### src/include/itwrc_pkg.sv
// shared constants for the i2c target with reset call
package itwrc_pkg;
  localparam logic [7:0] RESET_CALL_ADDR = 8'h96;
  localparam logic [7:0] RESET_BYTE_1 = 8'ha5;
  localparam logic [7:0] RESET_BYTE_2 = 8'h5a;
  localparam logic [2:0] BIT_LAST = 3'h7;
  localparam logic [1:0] DATA_IDX_MAX = 2'h2;
  // synchroniser depth for pin inputs
  localparam int SYNC_STAGES = 3;
  typedef enum logic [2:0] {
    ITWRC_IDLE,
    ITWRC_SHIFT,
    ITWRC_ACK,
    ITWRC_SEND,
    ITWRC_RACK,
    ITWRC_IGNORE
  } itwrc_state_t;
endpackage : itwrc_pkg

### src/rtl/itwrc_target.sv
// i2c target that decodes the bus-wide software reset call
`timescale 1ns/1ps
`default_nettype none
module itwrc_target (
  input wire logic ref_clk,
  input wire logic reset_n,
  input wire logic scl_in,
  input wire logic sda_in,
  output logic sda_out,
  output logic sda_oe,
  output logic soft_reset,
  output logic bus_busy
);
  // three-stage synchronisers, second and third must agree
  logic [itwrc_pkg::SYNC_STAGES-1:0] scl_sync;
  logic [itwrc_pkg::SYNC_STAGES-1:0] sda_sync;
  logic scl_q;
  logic sda_q;
  logic scl_prev;
  logic sda_prev;
  logic next_scl_q;
  logic next_sda_q;

  always_ff @(posedge ref_clk)
  begin
    if (!reset_n)
    begin
      scl_sync <= '1;
      sda_sync <= '1;
    end
    else
    begin
      scl_sync <= {scl_sync[1:0], scl_in};
      sda_sync <= {sda_sync[1:0], sda_in};
    end
  end

  // filtered levels move only when stages two and three agree
  always_comb
  begin
    next_scl_q = (scl_sync[1] == scl_sync[2]) ? scl_sync[2] : scl_q;
    next_sda_q = (sda_sync[1] == sda_sync[2]) ? sda_sync[2] : sda_q;
  end

  always_ff @(posedge ref_clk)
  begin
    if (!reset_n)
    begin
      scl_q <= 1'b1;
      sda_q <= 1'b1;
      scl_prev <= 1'b1;
      sda_prev <= 1'b1;
    end
    else
    begin
      scl_q <= next_scl_q;
      sda_q <= next_sda_q;
      scl_prev <= scl_q;
      sda_prev <= sda_q;
    end
  end

  // bus events; sda moving with scl high is control, not data
  logic scl_rise;
  logic scl_fall;
  logic start_seen;
  logic stop_seen;
  assign scl_rise = scl_q && !scl_prev;
  assign scl_fall = !scl_q && scl_prev;
  assign start_seen = scl_q && scl_prev && sda_prev && !sda_q;
  assign stop_seen = scl_q && scl_prev && !sda_prev && sda_q;

  itwrc_pkg::itwrc_state_t state;
  itwrc_pkg::itwrc_state_t next_state;
  logic [2:0] bit_cnt;
  logic [2:0] next_bit_cnt;
  logic [7:0] shreg;
  logic [7:0] next_shreg;
  logic [1:0] data_idx;
  logic [1:0] next_data_idx;
  logic call_ok;
  logic next_call_ok;
  logic busy;
  logic next_busy;
  logic drive_low;
  logic next_drive_low;
  logic pulse;
  logic next_pulse;
  logic byte_ok;

  // does the byte just taken match the slot it arrived in
  always_comb
  begin
    unique case (data_idx)
      2'h0: byte_ok = (shreg == itwrc_pkg::RESET_CALL_ADDR);
      2'h1: byte_ok = (shreg == itwrc_pkg::RESET_BYTE_1);
      2'h2: byte_ok = (shreg == itwrc_pkg::RESET_BYTE_2);
      default: byte_ok = 1'b0;
    endcase
  end

  // bus state machine; acknowledge driven from the scl fall after bit 8
  always_comb
  begin
    next_state = state;
    next_bit_cnt = bit_cnt;
    next_shreg = shreg;
    next_data_idx = data_idx;
    next_call_ok = call_ok;
    next_busy = busy;
    next_drive_low = drive_low;
    next_pulse = 1'b0;
    if (stop_seen)
    begin
      next_pulse = call_ok && (data_idx == 2'h3);
      next_state = itwrc_pkg::ITWRC_IDLE;
      next_busy = 1'b0;
      next_drive_low = 1'b0;
      next_call_ok = 1'b0;
    end
    else if (start_seen)
    begin
      // repeated start also restarts the decode
      next_state = itwrc_pkg::ITWRC_SHIFT;
      next_busy = 1'b1;
      next_bit_cnt = 3'h0;
      next_data_idx = 2'h0;
      next_call_ok = 1'b0;
      next_drive_low = 1'b0;
    end
    else
    begin
      unique case (state)
        itwrc_pkg::ITWRC_IDLE:
        begin
          next_drive_low = 1'b0;
        end
        itwrc_pkg::ITWRC_SHIFT:
        begin
          if (scl_rise)
          begin
            next_shreg = {shreg[6:0], sda_q};
            next_bit_cnt = bit_cnt + 3'h1;
            if (bit_cnt == itwrc_pkg::BIT_LAST)
              next_state = itwrc_pkg::ITWRC_ACK;
          end
        end
        itwrc_pkg::ITWRC_ACK:
        begin
          // on the fall after bit 8 decide and drive the acknowledge
          if (scl_fall && !drive_low)
          begin
            if (byte_ok)
            begin
              next_drive_low = 1'b1;
              next_call_ok = (data_idx == itwrc_pkg::DATA_IDX_MAX) ? 1'b1 : 1'b0;
              next_data_idx = data_idx + 2'h1;
            end
            else
            begin
              // any mismatch aborts the call until the next start
              next_state = itwrc_pkg::ITWRC_IGNORE;
              next_call_ok = 1'b0;
              next_data_idx = 2'h3;
            end
          end
          else if (scl_fall && drive_low)
          begin
            // acknowledge pulse done: release and take the next byte; a byte after
            // the second is still clocked in so that its refusal cancels the call
            next_drive_low = 1'b0;
            next_state = itwrc_pkg::ITWRC_SHIFT;
          end
        end
        itwrc_pkg::ITWRC_IGNORE:
        begin
          next_drive_low = 1'b0;
        end
        default:
        begin
          next_state = itwrc_pkg::ITWRC_IDLE;
          next_drive_low = 1'b0;
        end
      endcase
    end
  end

  // read direction is refused at the address, so the sender states never arm
  always_ff @(posedge ref_clk)
  begin
    if (!reset_n || pulse)
    begin
      state <= itwrc_pkg::ITWRC_IDLE;
      bit_cnt <= 3'h0;
      shreg <= 8'h00;
      data_idx <= 2'h0;
      call_ok <= 1'b0;
      busy <= 1'b0;
      drive_low <= 1'b0;
      pulse <= 1'b0;
    end
    else
    begin
      state <= next_state;
      bit_cnt <= next_bit_cnt;
      shreg <= next_shreg;
      data_idx <= next_data_idx;
      call_ok <= next_call_ok;
      busy <= next_busy;
      drive_low <= next_drive_low;
      pulse <= next_pulse;
    end
  end

  // open drain: only ever pull low
  assign sda_out = 1'b0;
  assign sda_oe = drive_low;
  assign soft_reset = pulse;
  assign bus_busy = busy;

  // checks
  property p_ack_addr;
    @(posedge ref_clk) disable iff (!reset_n)
    $rose(drive_low) && (data_idx == 2'h1) |-> $past(shreg) == itwrc_pkg::RESET_CALL_ADDR;
  endproperty
  a_ack_addr: assert property (p_ack_addr) else $error("ack without reset address");
  property p_ack_b1;
    @(posedge ref_clk) disable iff (!reset_n)
    $rose(drive_low) && (data_idx == 2'h2) |-> $past(shreg) == itwrc_pkg::RESET_BYTE_1;
  endproperty
  a_ack_b1: assert property (p_ack_b1) else $error("ack of wrong first byte");
  property p_ack_b2;
    @(posedge ref_clk) disable iff (!reset_n)
    $rose(drive_low) && (data_idx == 2'h3) |-> $past(shreg) == itwrc_pkg::RESET_BYTE_2;
  endproperty
  a_ack_b2: assert property (p_ack_b2) else $error("ack of wrong second byte");
  property p_no_extra;
    @(posedge ref_clk) disable iff (!reset_n)
    state == itwrc_pkg::ITWRC_IGNORE |-> !sda_oe;
  endproperty
  a_no_extra: assert property (p_no_extra) else $error("drive after call");
  property p_reset_good;
    @(posedge ref_clk) disable iff (!reset_n)
    soft_reset |-> $past(stop_seen) && $past(call_ok) ##1 !soft_reset && state == itwrc_pkg::ITWRC_IDLE;
  endproperty
  a_reset_good: assert property (p_reset_good) else $error("bad soft reset");
  property p_no_bad_reset;
    @(posedge ref_clk) disable iff (!reset_n)
    stop_seen && !call_ok |=> !soft_reset;
  endproperty
  a_no_bad_reset: assert property (p_no_bad_reset) else $error("reset on bad call");
  property p_start;
    @(posedge ref_clk) disable iff (!reset_n)
    start_seen && !stop_seen |=> state == itwrc_pkg::ITWRC_SHIFT && bit_cnt == 3'h0;
  endproperty
  a_start: assert property (p_start) else $error("start not decoded");
  property p_ack_hold;
    @(posedge ref_clk) disable iff (!reset_n)
    sda_oe && scl_rise |-> sda_oe [*2];
  endproperty
  a_ack_hold: assert property (p_ack_hold) else $error("ack dropped in high");
  property p_hw_reset;
    @(posedge ref_clk) !reset_n |=> !sda_oe && !busy && state == itwrc_pkg::ITWRC_IDLE;
  endproperty
  a_hw_reset: assert property (p_hw_reset) else $error("reset not applied");
  c_soft: cover property (@(posedge ref_clk) disable iff (!reset_n) soft_reset);
  c_abort: cover property (@(posedge ref_clk) disable iff (!reset_n)
    $rose(state == itwrc_pkg::ITWRC_IGNORE));
  c_ack: cover property (@(posedge ref_clk) disable iff (!reset_n) $rose(sda_oe));
endmodule : itwrc_target
`default_nettype wire

### config.mk
export PLATFORM = sky130hd
export DESIGN_NAME = itwrc_target
export DESIGN_NICKNAME = d
export VERILOG_FILES = /design/src/include/itwrc_pkg.sv /design/src/rtl/itwrc_target.sv
export SDC_FILE = /design/constraint.sdc
export NUM_CORES = 1
export LEC_CHECK = 0
export ABC_AREA = 1
export BUFFER_PORTS_ARGS = -buffer_cell sky130_fd_sc_hd__clkbuf_2
export CELL_PAD_IN_SITES_DETAIL_PLACEMENT = 1
export CELL_PAD_IN_SITES_GLOBAL_PLACEMENT = 2
export CORE_UTILIZATION = 37
export DETAILED_ROUTE_END_ITERATION = 7
export PLACE_DENSITY_LB_ADDON = 0.1
export SYNTH_ARGS = -nofsm -noshare
export SYNTH_HDL_FRONTEND = slang
export SYNTH_SLANG_ARGS = --single-unit
### constraint.sdc
create_clock -name ref_clk -period 4.4 [get_ports ref_clk]
set_input_delay 0.88 -clock ref_clk [delete_from_list [all_inputs] [get_ports ref_clk]]
set_output_delay 0.88 -clock ref_clk [all_outputs]
set_load 0.01 [all_outputs]
==> results of run 1 <==
final cells by class:
| cell class | count | area [µm²] | share of cell area |
|---|---|---|---|
| flip-flops and latches | 30 | 601 | 0.394 |
| multi-input cells | 109 | 622 | 0.408 |
| clock buffers | 7 | 86.3 | 0.0567 |
| well taps | 46 | 57.6 | 0.0378 |
| clock inverters | 1 | 5.00 | 0.00328 |
| repair buffers | 6 | 30.0 | 0.0197 |
| inverters | 32 | 123 | 0.0805 |
kinds of logic after synthesis:
group	share of synthesized area
other	0.00275
adder cells (fa/ha/maj)	0.0550
buffers and inverters	0.104
flip-flops	0.440
AND/OR/NAND/NOR	0.269
AO/OA/AOI/OAI	0.129
where the power goes:
| part | internal, µW | switching [µW] | leakage, µW | total, µW |
|---|---|---|---|---|
| clock | 126 | 98.5 | 0.0000482 | 224 |
| combinational | 5.01 | 8.23 | 0.000393 | 13.2 |
| sequential | 274 | 1.11 | 0.000243 | 275 |
| total | 405 | 108 | 0.000684 | 513 |
placed cells by master (no fill, tap or decap), types with 2 or more instances in the layout:
cell	instances
dfxtp_1	30
inv_1	25
nand2_1	25
a21oi_1	18
nor2_1	13
nand3_1	9
o21ai_0	9
o21ai_1	7
inv_2	6
or2_2	6
ha_1	6
clkbuf_8	6
clkbuf_2	6
nor2_4	4
nor3_2	2
metrics by stage:
stage                      util  setup WS (ps)  power, µW  instance area, µm²
after global routing      0.443           2530        533                1520
after global placement    0.416           2530        294                1430
after floorplan               -           2790        291                1370
after detailed placement  0.416           2470        295                1430
after CTS                 0.443           2610        523                1520
final                     0.443           2640        513                1520
state kept, by name, summed over array words and instances (netlist names), 2 cells and up:
name and flops:
shreg 8, bit_cnt 3, scl_sync 3, sda_sync 3, state 3, data_idx 2
final timing paths:
path | startpoint | end | slack, ps | depth (start not counted)
min | scl_sync[0]$_SDFF_PN1_ | scl_sync[1]$_SDFF_PN1_ | 420 | 1
max reg2reg | data_idx[0]$_SDFFE_PP0P_ | state[0]$_SDFFE_PP0P_ | 2740 | 10
min reg2reg | scl_sync[0]$_SDFF_PN1_ | scl_sync[1]$_SDFF_PN1_ | 420 | 1
max | soft_reset$_SDFF_PP0_ | soft_reset | 2640 | 1
per-layer routing:
| layer | share of wire | up-vias | GRT usage | wire length [µm] |
|---|---|---|---|---|
| li1 | - | 562 | - | - |
| met1 | 0.50 | 507 | 0.212 | 1420 |
| met2 | 0.46 | 12 | 0.276 | 1300 |
| met3 | 0.025 | 7 | 0.0438 | 71 |
| met4 | 0.020 | 0 | 0.0698 | 57 |
| met5 | 0 | - | 0 | 0 |
==> qor.txt, run 1 <==
Outcome: finished, final reports clean
Total routed wirelength: 2850 µm
Max-cap violations: 0
CTS root buffer: clkbuf_8
Largest cells by area after synthesis: dfxtp_1 44%, inv_1 6.9%, nand2_1 6.9%, a21oi_1 6.6%, ha_1 5.5%
GRT Overall Usage: 0.170
DR iter-0 viols: 35
PortBufs: 6
Diodes inserted: 0
Post-synth EDFFs: 0
Fmax: 567 MHz
Top post-synthesis cells by count: 30 x dfxtp_1, 25 x inv_1, 25 x nand2_1, 18 x a21oi_1, 13 x nor2_1
Worst-Skew Late Latency: 280 ps
Area delta synth->final: 11.6%
Critical Path Start Type: flip-flop
Syn Nets: 184
Dominant cell by count in the synthesized netlist: dfxtp_1
Synth warn: 0
Largest net degree at the start of global routing: 13
Number of routed nets with antenna violations: 0
Final count of negative-setup-slack endpoints: 0
Worst min path class: reg -> reg
Most common flop cell mapped by yosys: dfxtp_1
Fraction of layout cells with a size suffix above 1: 0.200
Rows: 21
RSZ-0062 raised after global routing: false
Synth cell types: 26
Clk pin slew, worst setup/hold paths: 60 ps
Detailed-route via count: 1088
Final #Nets: 194
Hold buffers post-CTS: 0
Die Wd: 62.7 µm
GRT overflow: 0
Sequential share of the synthesized area: 0.440
Vias in the first global route: 1126
Part of the cycle the worst path needs: 0.401
Io pins: 8
Clock period minus worst slack: 1760 ps
WHS: 425 ps
Die height: 62.7 µm
Largest stage delay, worst path: 430 ps
Synth top area share: 0.440
Yosys top cell by area: dfxtp_1
Max Fanout on Critical Path: 2
Ordered list of cells on the worst path: clkbuf_2
Slowest stage cell, crit path: dfxtp_1
Pre-antenna DRT Iters: 4
Clk_skew: 4.36 ps
Power per Cell Area: 336 mW/mm²
Buffers & Inverters on Critical Path: 1
CP Data Required Time: 3520 ps
Final hold violation count: 0
Cell count after synthesis: 174
Core region area: 0.00344 mm²
Post-cts sizing count: 0
First-pass GRT wire length: 5110 µm
Non-Filler Instances: 231
Sum Neg Setup Slack: 0 ps
Setup Crit Path Kind: reg -> out
Post-CTS Setup Bufs: 0
Drt via density: 4.71
Post-route DRC: 0
Drt wl/cell: 12.3 µm
Crit. End Element: output port
CTS tree: done
Starting density of the core: 0.397
Synth Area per Inst: 7.85 µm²
Static leakage: 0.000684 µW
Arr. time, crit path: 880 ps
CTS max path bufs: 2
Post-Syn Area: 0.00137 mm²
Final Max Tran Viols: 0
Clock net sink count: 30
Fillcell total: 439
Routability cong.: 0.739
CTS buffer count: 5
CP top delay family: flip-flops
H-tree Lvls: 2
Die Area: 0.00394 mm²
Placed cell count: 223
Post-synth ARST share: 0
VDD IR max: 189 µV
Antenna violations before repair: 0
Register bit total from synthesis: 30
HPWL after DPL: 2220 µm
Power figures use the tool's default switching activity.
==> inputs of run 2 (changes only) <==
CORE_UTILIZATION = 35   (was 37)
clock period = 1.8 ns   (was 4.4 ns; I/O delays follow)
==> run 2 against run 1 <==
- clock skew decreased by 2.8 ps
- clock power rose to 3.1 times the previous value
- flip-flop and latch count unchanged
==> qor.txt, run 2 (synthesized netlist as in run 1, its figures left out) <==
Outcome: finished, final reports clean
CTS tree: done
Worst min path class: in -> reg
Reg-to-Reg End: state[0]$_SDFFE_PP0P_
Post-CTS Setup Bufs: 0
Part of the cycle the worst path needs: 0.887
CP Data Required Time: 2030 ps
Critical Path Start Type: flip-flop
HPWL after DPL: 2140 µm
DR iter-0 viols: 29
GRT Overall Usage: 0.159
GRT overflow: 0
Dpl cell area: 0.00144 mm²
Largest net degree at the start of global routing: 12
Final count of negative-setup-slack endpoints: 0
Clk_skew: 1.58 ps
Vias in the first global route: 1094
VDD IR max: 317 µV
Number of routed nets with antenna violations: 0
RSZ-0062 raised after global routing: false
Hold path cells: 2
Most common cell after layout, fill and taps aside: dfxtp_1
H-tree Lvls: 2
Worst-Skew Late Latency: 280 ps
Commonest cells after routing, fill and taps aside: 29 x dfxtp_1, 25 x inv_1, 25 x nand2_1
Clock period minus worst slack: 1600 ps
Final #Nets: 195
R2R depth: 10
Drt via density: 4.61
Core region area: 0.00369 mm²
Fmax: 627 MHz
CTS max path bufs: 2
Arr. time, crit path: 1830 ps
Clk pin slew, worst setup/hold paths: 70 ps
Total routed wirelength: 2830 µm
HP Start: scl_in
Power per Cell Area: 894 mW/mm²
First-pass GRT wire length: 4940 µm
Fin area: 0.00156 mm²
Biggest register: shreg
Clock net sink count: 30
Hold EP: scl_sync[0]$_SDFF_PN1_
Starting density of the core: 0.370
Rows: 22
Routability cong.: 0.743
Setup Crit Path Kind: reg -> reg
Drt wl/cell: 12.1 µm
Max Fanout on Critical Path: 6
Max FFs per register: 8
Detailed-route via count: 1078
Worst r2r src: data_idx[0]$_SDFFE_PP0P_
Crit path from: data_idx[0]$_SDFFE_PP0P_
Crit. End Element: flip-flop
Final Max Tran Viols: 0
Die Area: 0.00415 mm²
Area delta synth->final: 14.1%
CTS buffer count: 5
Die Wd: 64.5 µm
Reg2reg setup slack: 200 ps
PortBufs: 6
Die height: 64.5 µm
Sum Neg Setup Slack: 0 ps
Post-route DRC: 0
Io pins: 8
Static leakage: 0.000691 µW
Final hold violation count: 0
Diodes inserted: 0
Fraction of layout cells with a size suffix above 1: 0.215
Antenna violations before repair: 0
Pre-antenna DRT Iters: 4
CTS root buffer: clkbuf_8
Max-cap violations: 0
## run 2: cell types whose count changed in the layout (fill, tap and decap cells not counted), sizes merged
cell	previous run	this run
buf	0	1
clkbuf	13	11
bufinv	0	1
clkinv	1	0
clkinvlp	0	2
## run 2: layout make-up
type                    instances  area, µm²
multi-input cells             109        622
fillers                       457       2130
repair buffers                  7       37.5
flip-flops and latches         30        602
well taps                      48       60.1
clock buffers                   5       68.8
inverters                      32        123
clock inverters                 3       45.0
## run 2: worst max-delay path: stages, from the launching register on
cell and delay, ps:
dfxtp_2 380, inv_1 50, ha_1 220, nand3b_1 170, o21ai_1 210, nand4_2 150, nand2_1 140, nand2_1 60
nand3_1 60, nand2_1 50, inv_1 40
## run 2: per-layer routing
layer,GRT usage,vias to the layer above,wire [µm]
met5,0,-,0
met4,0.0833,0,58
met3,0.0370,5,60
met2,0.257,11,1310
met1,0.197,497,1390
li1,-,565,-
## run 2: power by group
part           internal [µW]  switching (µW)  total [µW]  leakage [µW]
Combinational           12.2            20.0        32.2      0.000397
Sequential               669            2.85         672      0.000243
Clock                    411             277         689     0.0000504
## run 2: through the flow
| stage | hold slack (ps) | utilization | std cells | power, µW | setup WS (ps) |
|---|---|---|---|---|---|
| floorplan | 393 | - | 174 | 712 | 394 |
| global placement | 399 | 0.391 | 226 | 719 | 269 |
| detailed placement | 405 | 0.391 | 226 | 720 | 197 |
| CTS | 250 | 0.422 | 234 | 1420 | 164 |
| global route | 258 | 0.422 | 234 | 1450 | 30.0 |
| finish | 261 | 0.422 | 234 | 1390 | 204 |
## run 2: timing repair
| action | CTS | global route |
|---|---|---|
| endpoints found under the hold margin | 0 | 0 |
| gates resized for setup | 0 | 1 |
| hold buffers | 0 | 0 |
| setup endpoints to repair | 0 | 3 |
## run 2: how the worst max path moves through the flow
stage                                     endpoint  slack [ps]  cells after the start
after floorplan           data_idx[0]$_SDFFE_PP0P_         390                      8
after global placement       state[2]$_SDFFE_PP0P_         270                      8
after detailed placement     state[0]$_SDFFE_PP0P_         200                     10
after CTS                    state[0]$_SDFFE_PP0P_         160                     10
after global routing         state[0]$_SDFFE_PP0P_          30                     10
final                        state[0]$_SDFFE_PP0P_         200                     10
==> inputs of run 3 (changes only) <==
BUFFER_PORTS_ARGS = -buffer_cell sky130_fd_sc_hd__buf_4   (was -buffer_cell sky130_fd_sc_hd__clkbuf_2)
==> run 3 against run 2 <==
- via count grew 1.9%
- design area shrank 1.1%
- worst hold slack gained 1.2 ps
- setup slack lost 2.5 ps
- clock skew grew 1.9 ps
==> qor.txt, run 3 (synthesized netlist as in run 1, its figures left out) <==
Final WS setup: 201 ps
Clk pin slew, worst setup/hold paths: 70 ps
Starting density of the core: 0.370
Outcome: finished, final reports clean
Arr. time, crit path: 1830 ps
CP Data Required Time: 2030 ps
Post-CTS Setup Bufs: 0
Post-cts sizing count: 0
Fmax: 626 MHz
Antenna violations before repair: 0
DR iter-0 viols: 21
PortBufs: 6
Die Wd: 64.5 µm
GRT Overall Usage: 0.157
Clock period minus worst slack: 1600 ps
Pre-antenna DRT Iters: 3
Total routed wirelength: 2750 µm
Fraction of layout cells with a size suffix above 1: 0.205
Number of routed nets with antenna violations: 0
Die Area: 0.00415 mm²
Hold path cells: 2
CTS root buffer: clkbuf_8
Routability cong.: 0.750
R2R depth: 10
Post-route DRC: 0
RSZ-0062 raised after global routing: false
HP Start: sda_in
Drt via density: 4.72
Static leakage: 0.000684 µW
Sum Neg Setup Slack: 0 ps
Die height: 64.5 µm
Core region area: 0.00369 mm²
Io pins: 8
H-tree Lvls: 2
Fillcell total: 469
Final count of negative-setup-slack endpoints: 0
Detailed-route via count: 1099
Clk_skew: 3.44 ps
VDD IR max: 336 µV
Max FFs per register: 8
Critical Path Start Type: flip-flop
Multi-input gate area: 622 µm²
Worst min path class: in -> reg
Most common cell after layout, fill and taps aside: dfxtp_1
Reg2reg setup slack: 200 ps
CTS tree: done
Reg-to-Reg End: state[0]$_SDFFE_PP0P_
Max-cap violations: 0
Sequential cell area: 601 µm²
Drt wl/cell: 11.8 µm
Rows: 22
Part of the cycle the worst path needs: 0.888
Hold buffers post-CTS: 0
Biggest register: shreg
Final hold violation count: 0
First-pass GRT wire length: 4860 µm
Final #Nets: 194
Vias in the first global route: 1097
HPWL after DPL: 2120 µm
Hold EP: sda_sync[0]$_SDFF_PN1_
CTS buffer count: 5
Worst r2r src: data_idx[0]$_SDFFE_PP0P_
Power per Cell Area: 809 mW/mm²
Area delta synth->final: 12.8%
Worst-Skew Late Latency: 280 ps
Largest net degree at the start of global routing: 13
Setup Crit Path Kind: reg -> reg
Final Max Tran Viols: 0
Power Total: 1250 µW
Diodes inserted: 0
CTS max path bufs: 2
Clock net sink count: 30
Commonest cells after routing, fill and taps aside: 30 x dfxtp_1, 25 x inv_1, 25 x nand2_1
Pre-CTS setup slack: 184 ps
Crit. End Element: flip-flop
GRT overflow: 0
Max Fanout on Critical Path: 6
==> run 3: changes by cell type in the layout (fill, tap and decap cells not counted) <==
cell,before,now
dfxtp_1,29,30
clkbuf_2,6,0
bufinv_16,1,0
clkinv_2,0,1
dfxtp_2,1,0
buf_4,1,6
clkinvlp_4,2,1
clkinv_4,0,1
==> run 3: metrics by stage <==
stage          hold slack, ps  cell area, µm²  utilization  cells
6_report                  263            1540        0.418    233
5_1_grt                   250            1540        0.418    233
4_1_cts                   252            1540        0.418    233
3_5_place_dp              399            1450        0.393    225
3_3_place_gp              399            1450        0.393    225
2_1_floorplan             393            1370            -    174
==> run 3: worst max path at each step <==
stage,startpoint,to,slack [ps]
after floorplan,data_idx[0]$_SDFFE_PP0P_,data_idx[0]$_SDFFE_PP0P_,390
after global placement,data_idx[0]$_SDFFE_PP0P_,state[2]$_SDFFE_PP0P_,270
after detailed placement,data_idx[0]$_SDFFE_PP0P_,state[0]$_SDFFE_PP0P_,180
after CTS,data_idx[0]$_SDFFE_PP0P_,state[0]$_SDFFE_PP0P_,170
after global routing,state[0]$_SDFFE_PP0P_,bit_cnt[2]$_SDFFE_PP0P_,7
final,data_idx[0]$_SDFFE_PP0P_,state[0]$_SDFFE_PP0P_,200
==> run 3: final cells by class <==
| type | instances | share of cell area |
|---|---|---|
| multi-input cells | 109 | 0.404 |
| flip-flops and latches | 30 | 0.390 |
| inverters | 32 | 0.0796 |
| clock buffers | 5 | 0.0447 |
| well taps | 48 | 0.0390 |
| repair buffers | 6 | 0.0292 |
| clock inverters | 3 | 0.0138 |
==> run 3: routing by layer <==
metal | up-vias | GRT usage | part of all wire
li1 | 565 | - | -
met1 | 523 | 0.186 | 0.48
met2 | 9 | 0.262 | 0.49
met3 | 2 | 0.0528 | 0.023
met4 | 0 | 0.0583 | 0.0066
met5 | - | 0 | 0
==> run 3: report_power, final <==
part | internal, µW | leakage [µW] | switching (µW)
Combinational | 14.2 | 0.000397 | 20.1
Clock | 271 | 0.0000441 | 268
Sequential | 669 | 0.000243 | 2.61
==> run 3: worst max-delay path, cell delays in order (launching register included) <==
cell and delay, ps:
dfxtp_1 430, inv_1 70, ha_1 220, nand3b_1 160, o21ai_1 170, nand4_2 130, nand2_1 140, nand2_1 60
nand3_1 70, nand2_1 50, inv_1 40
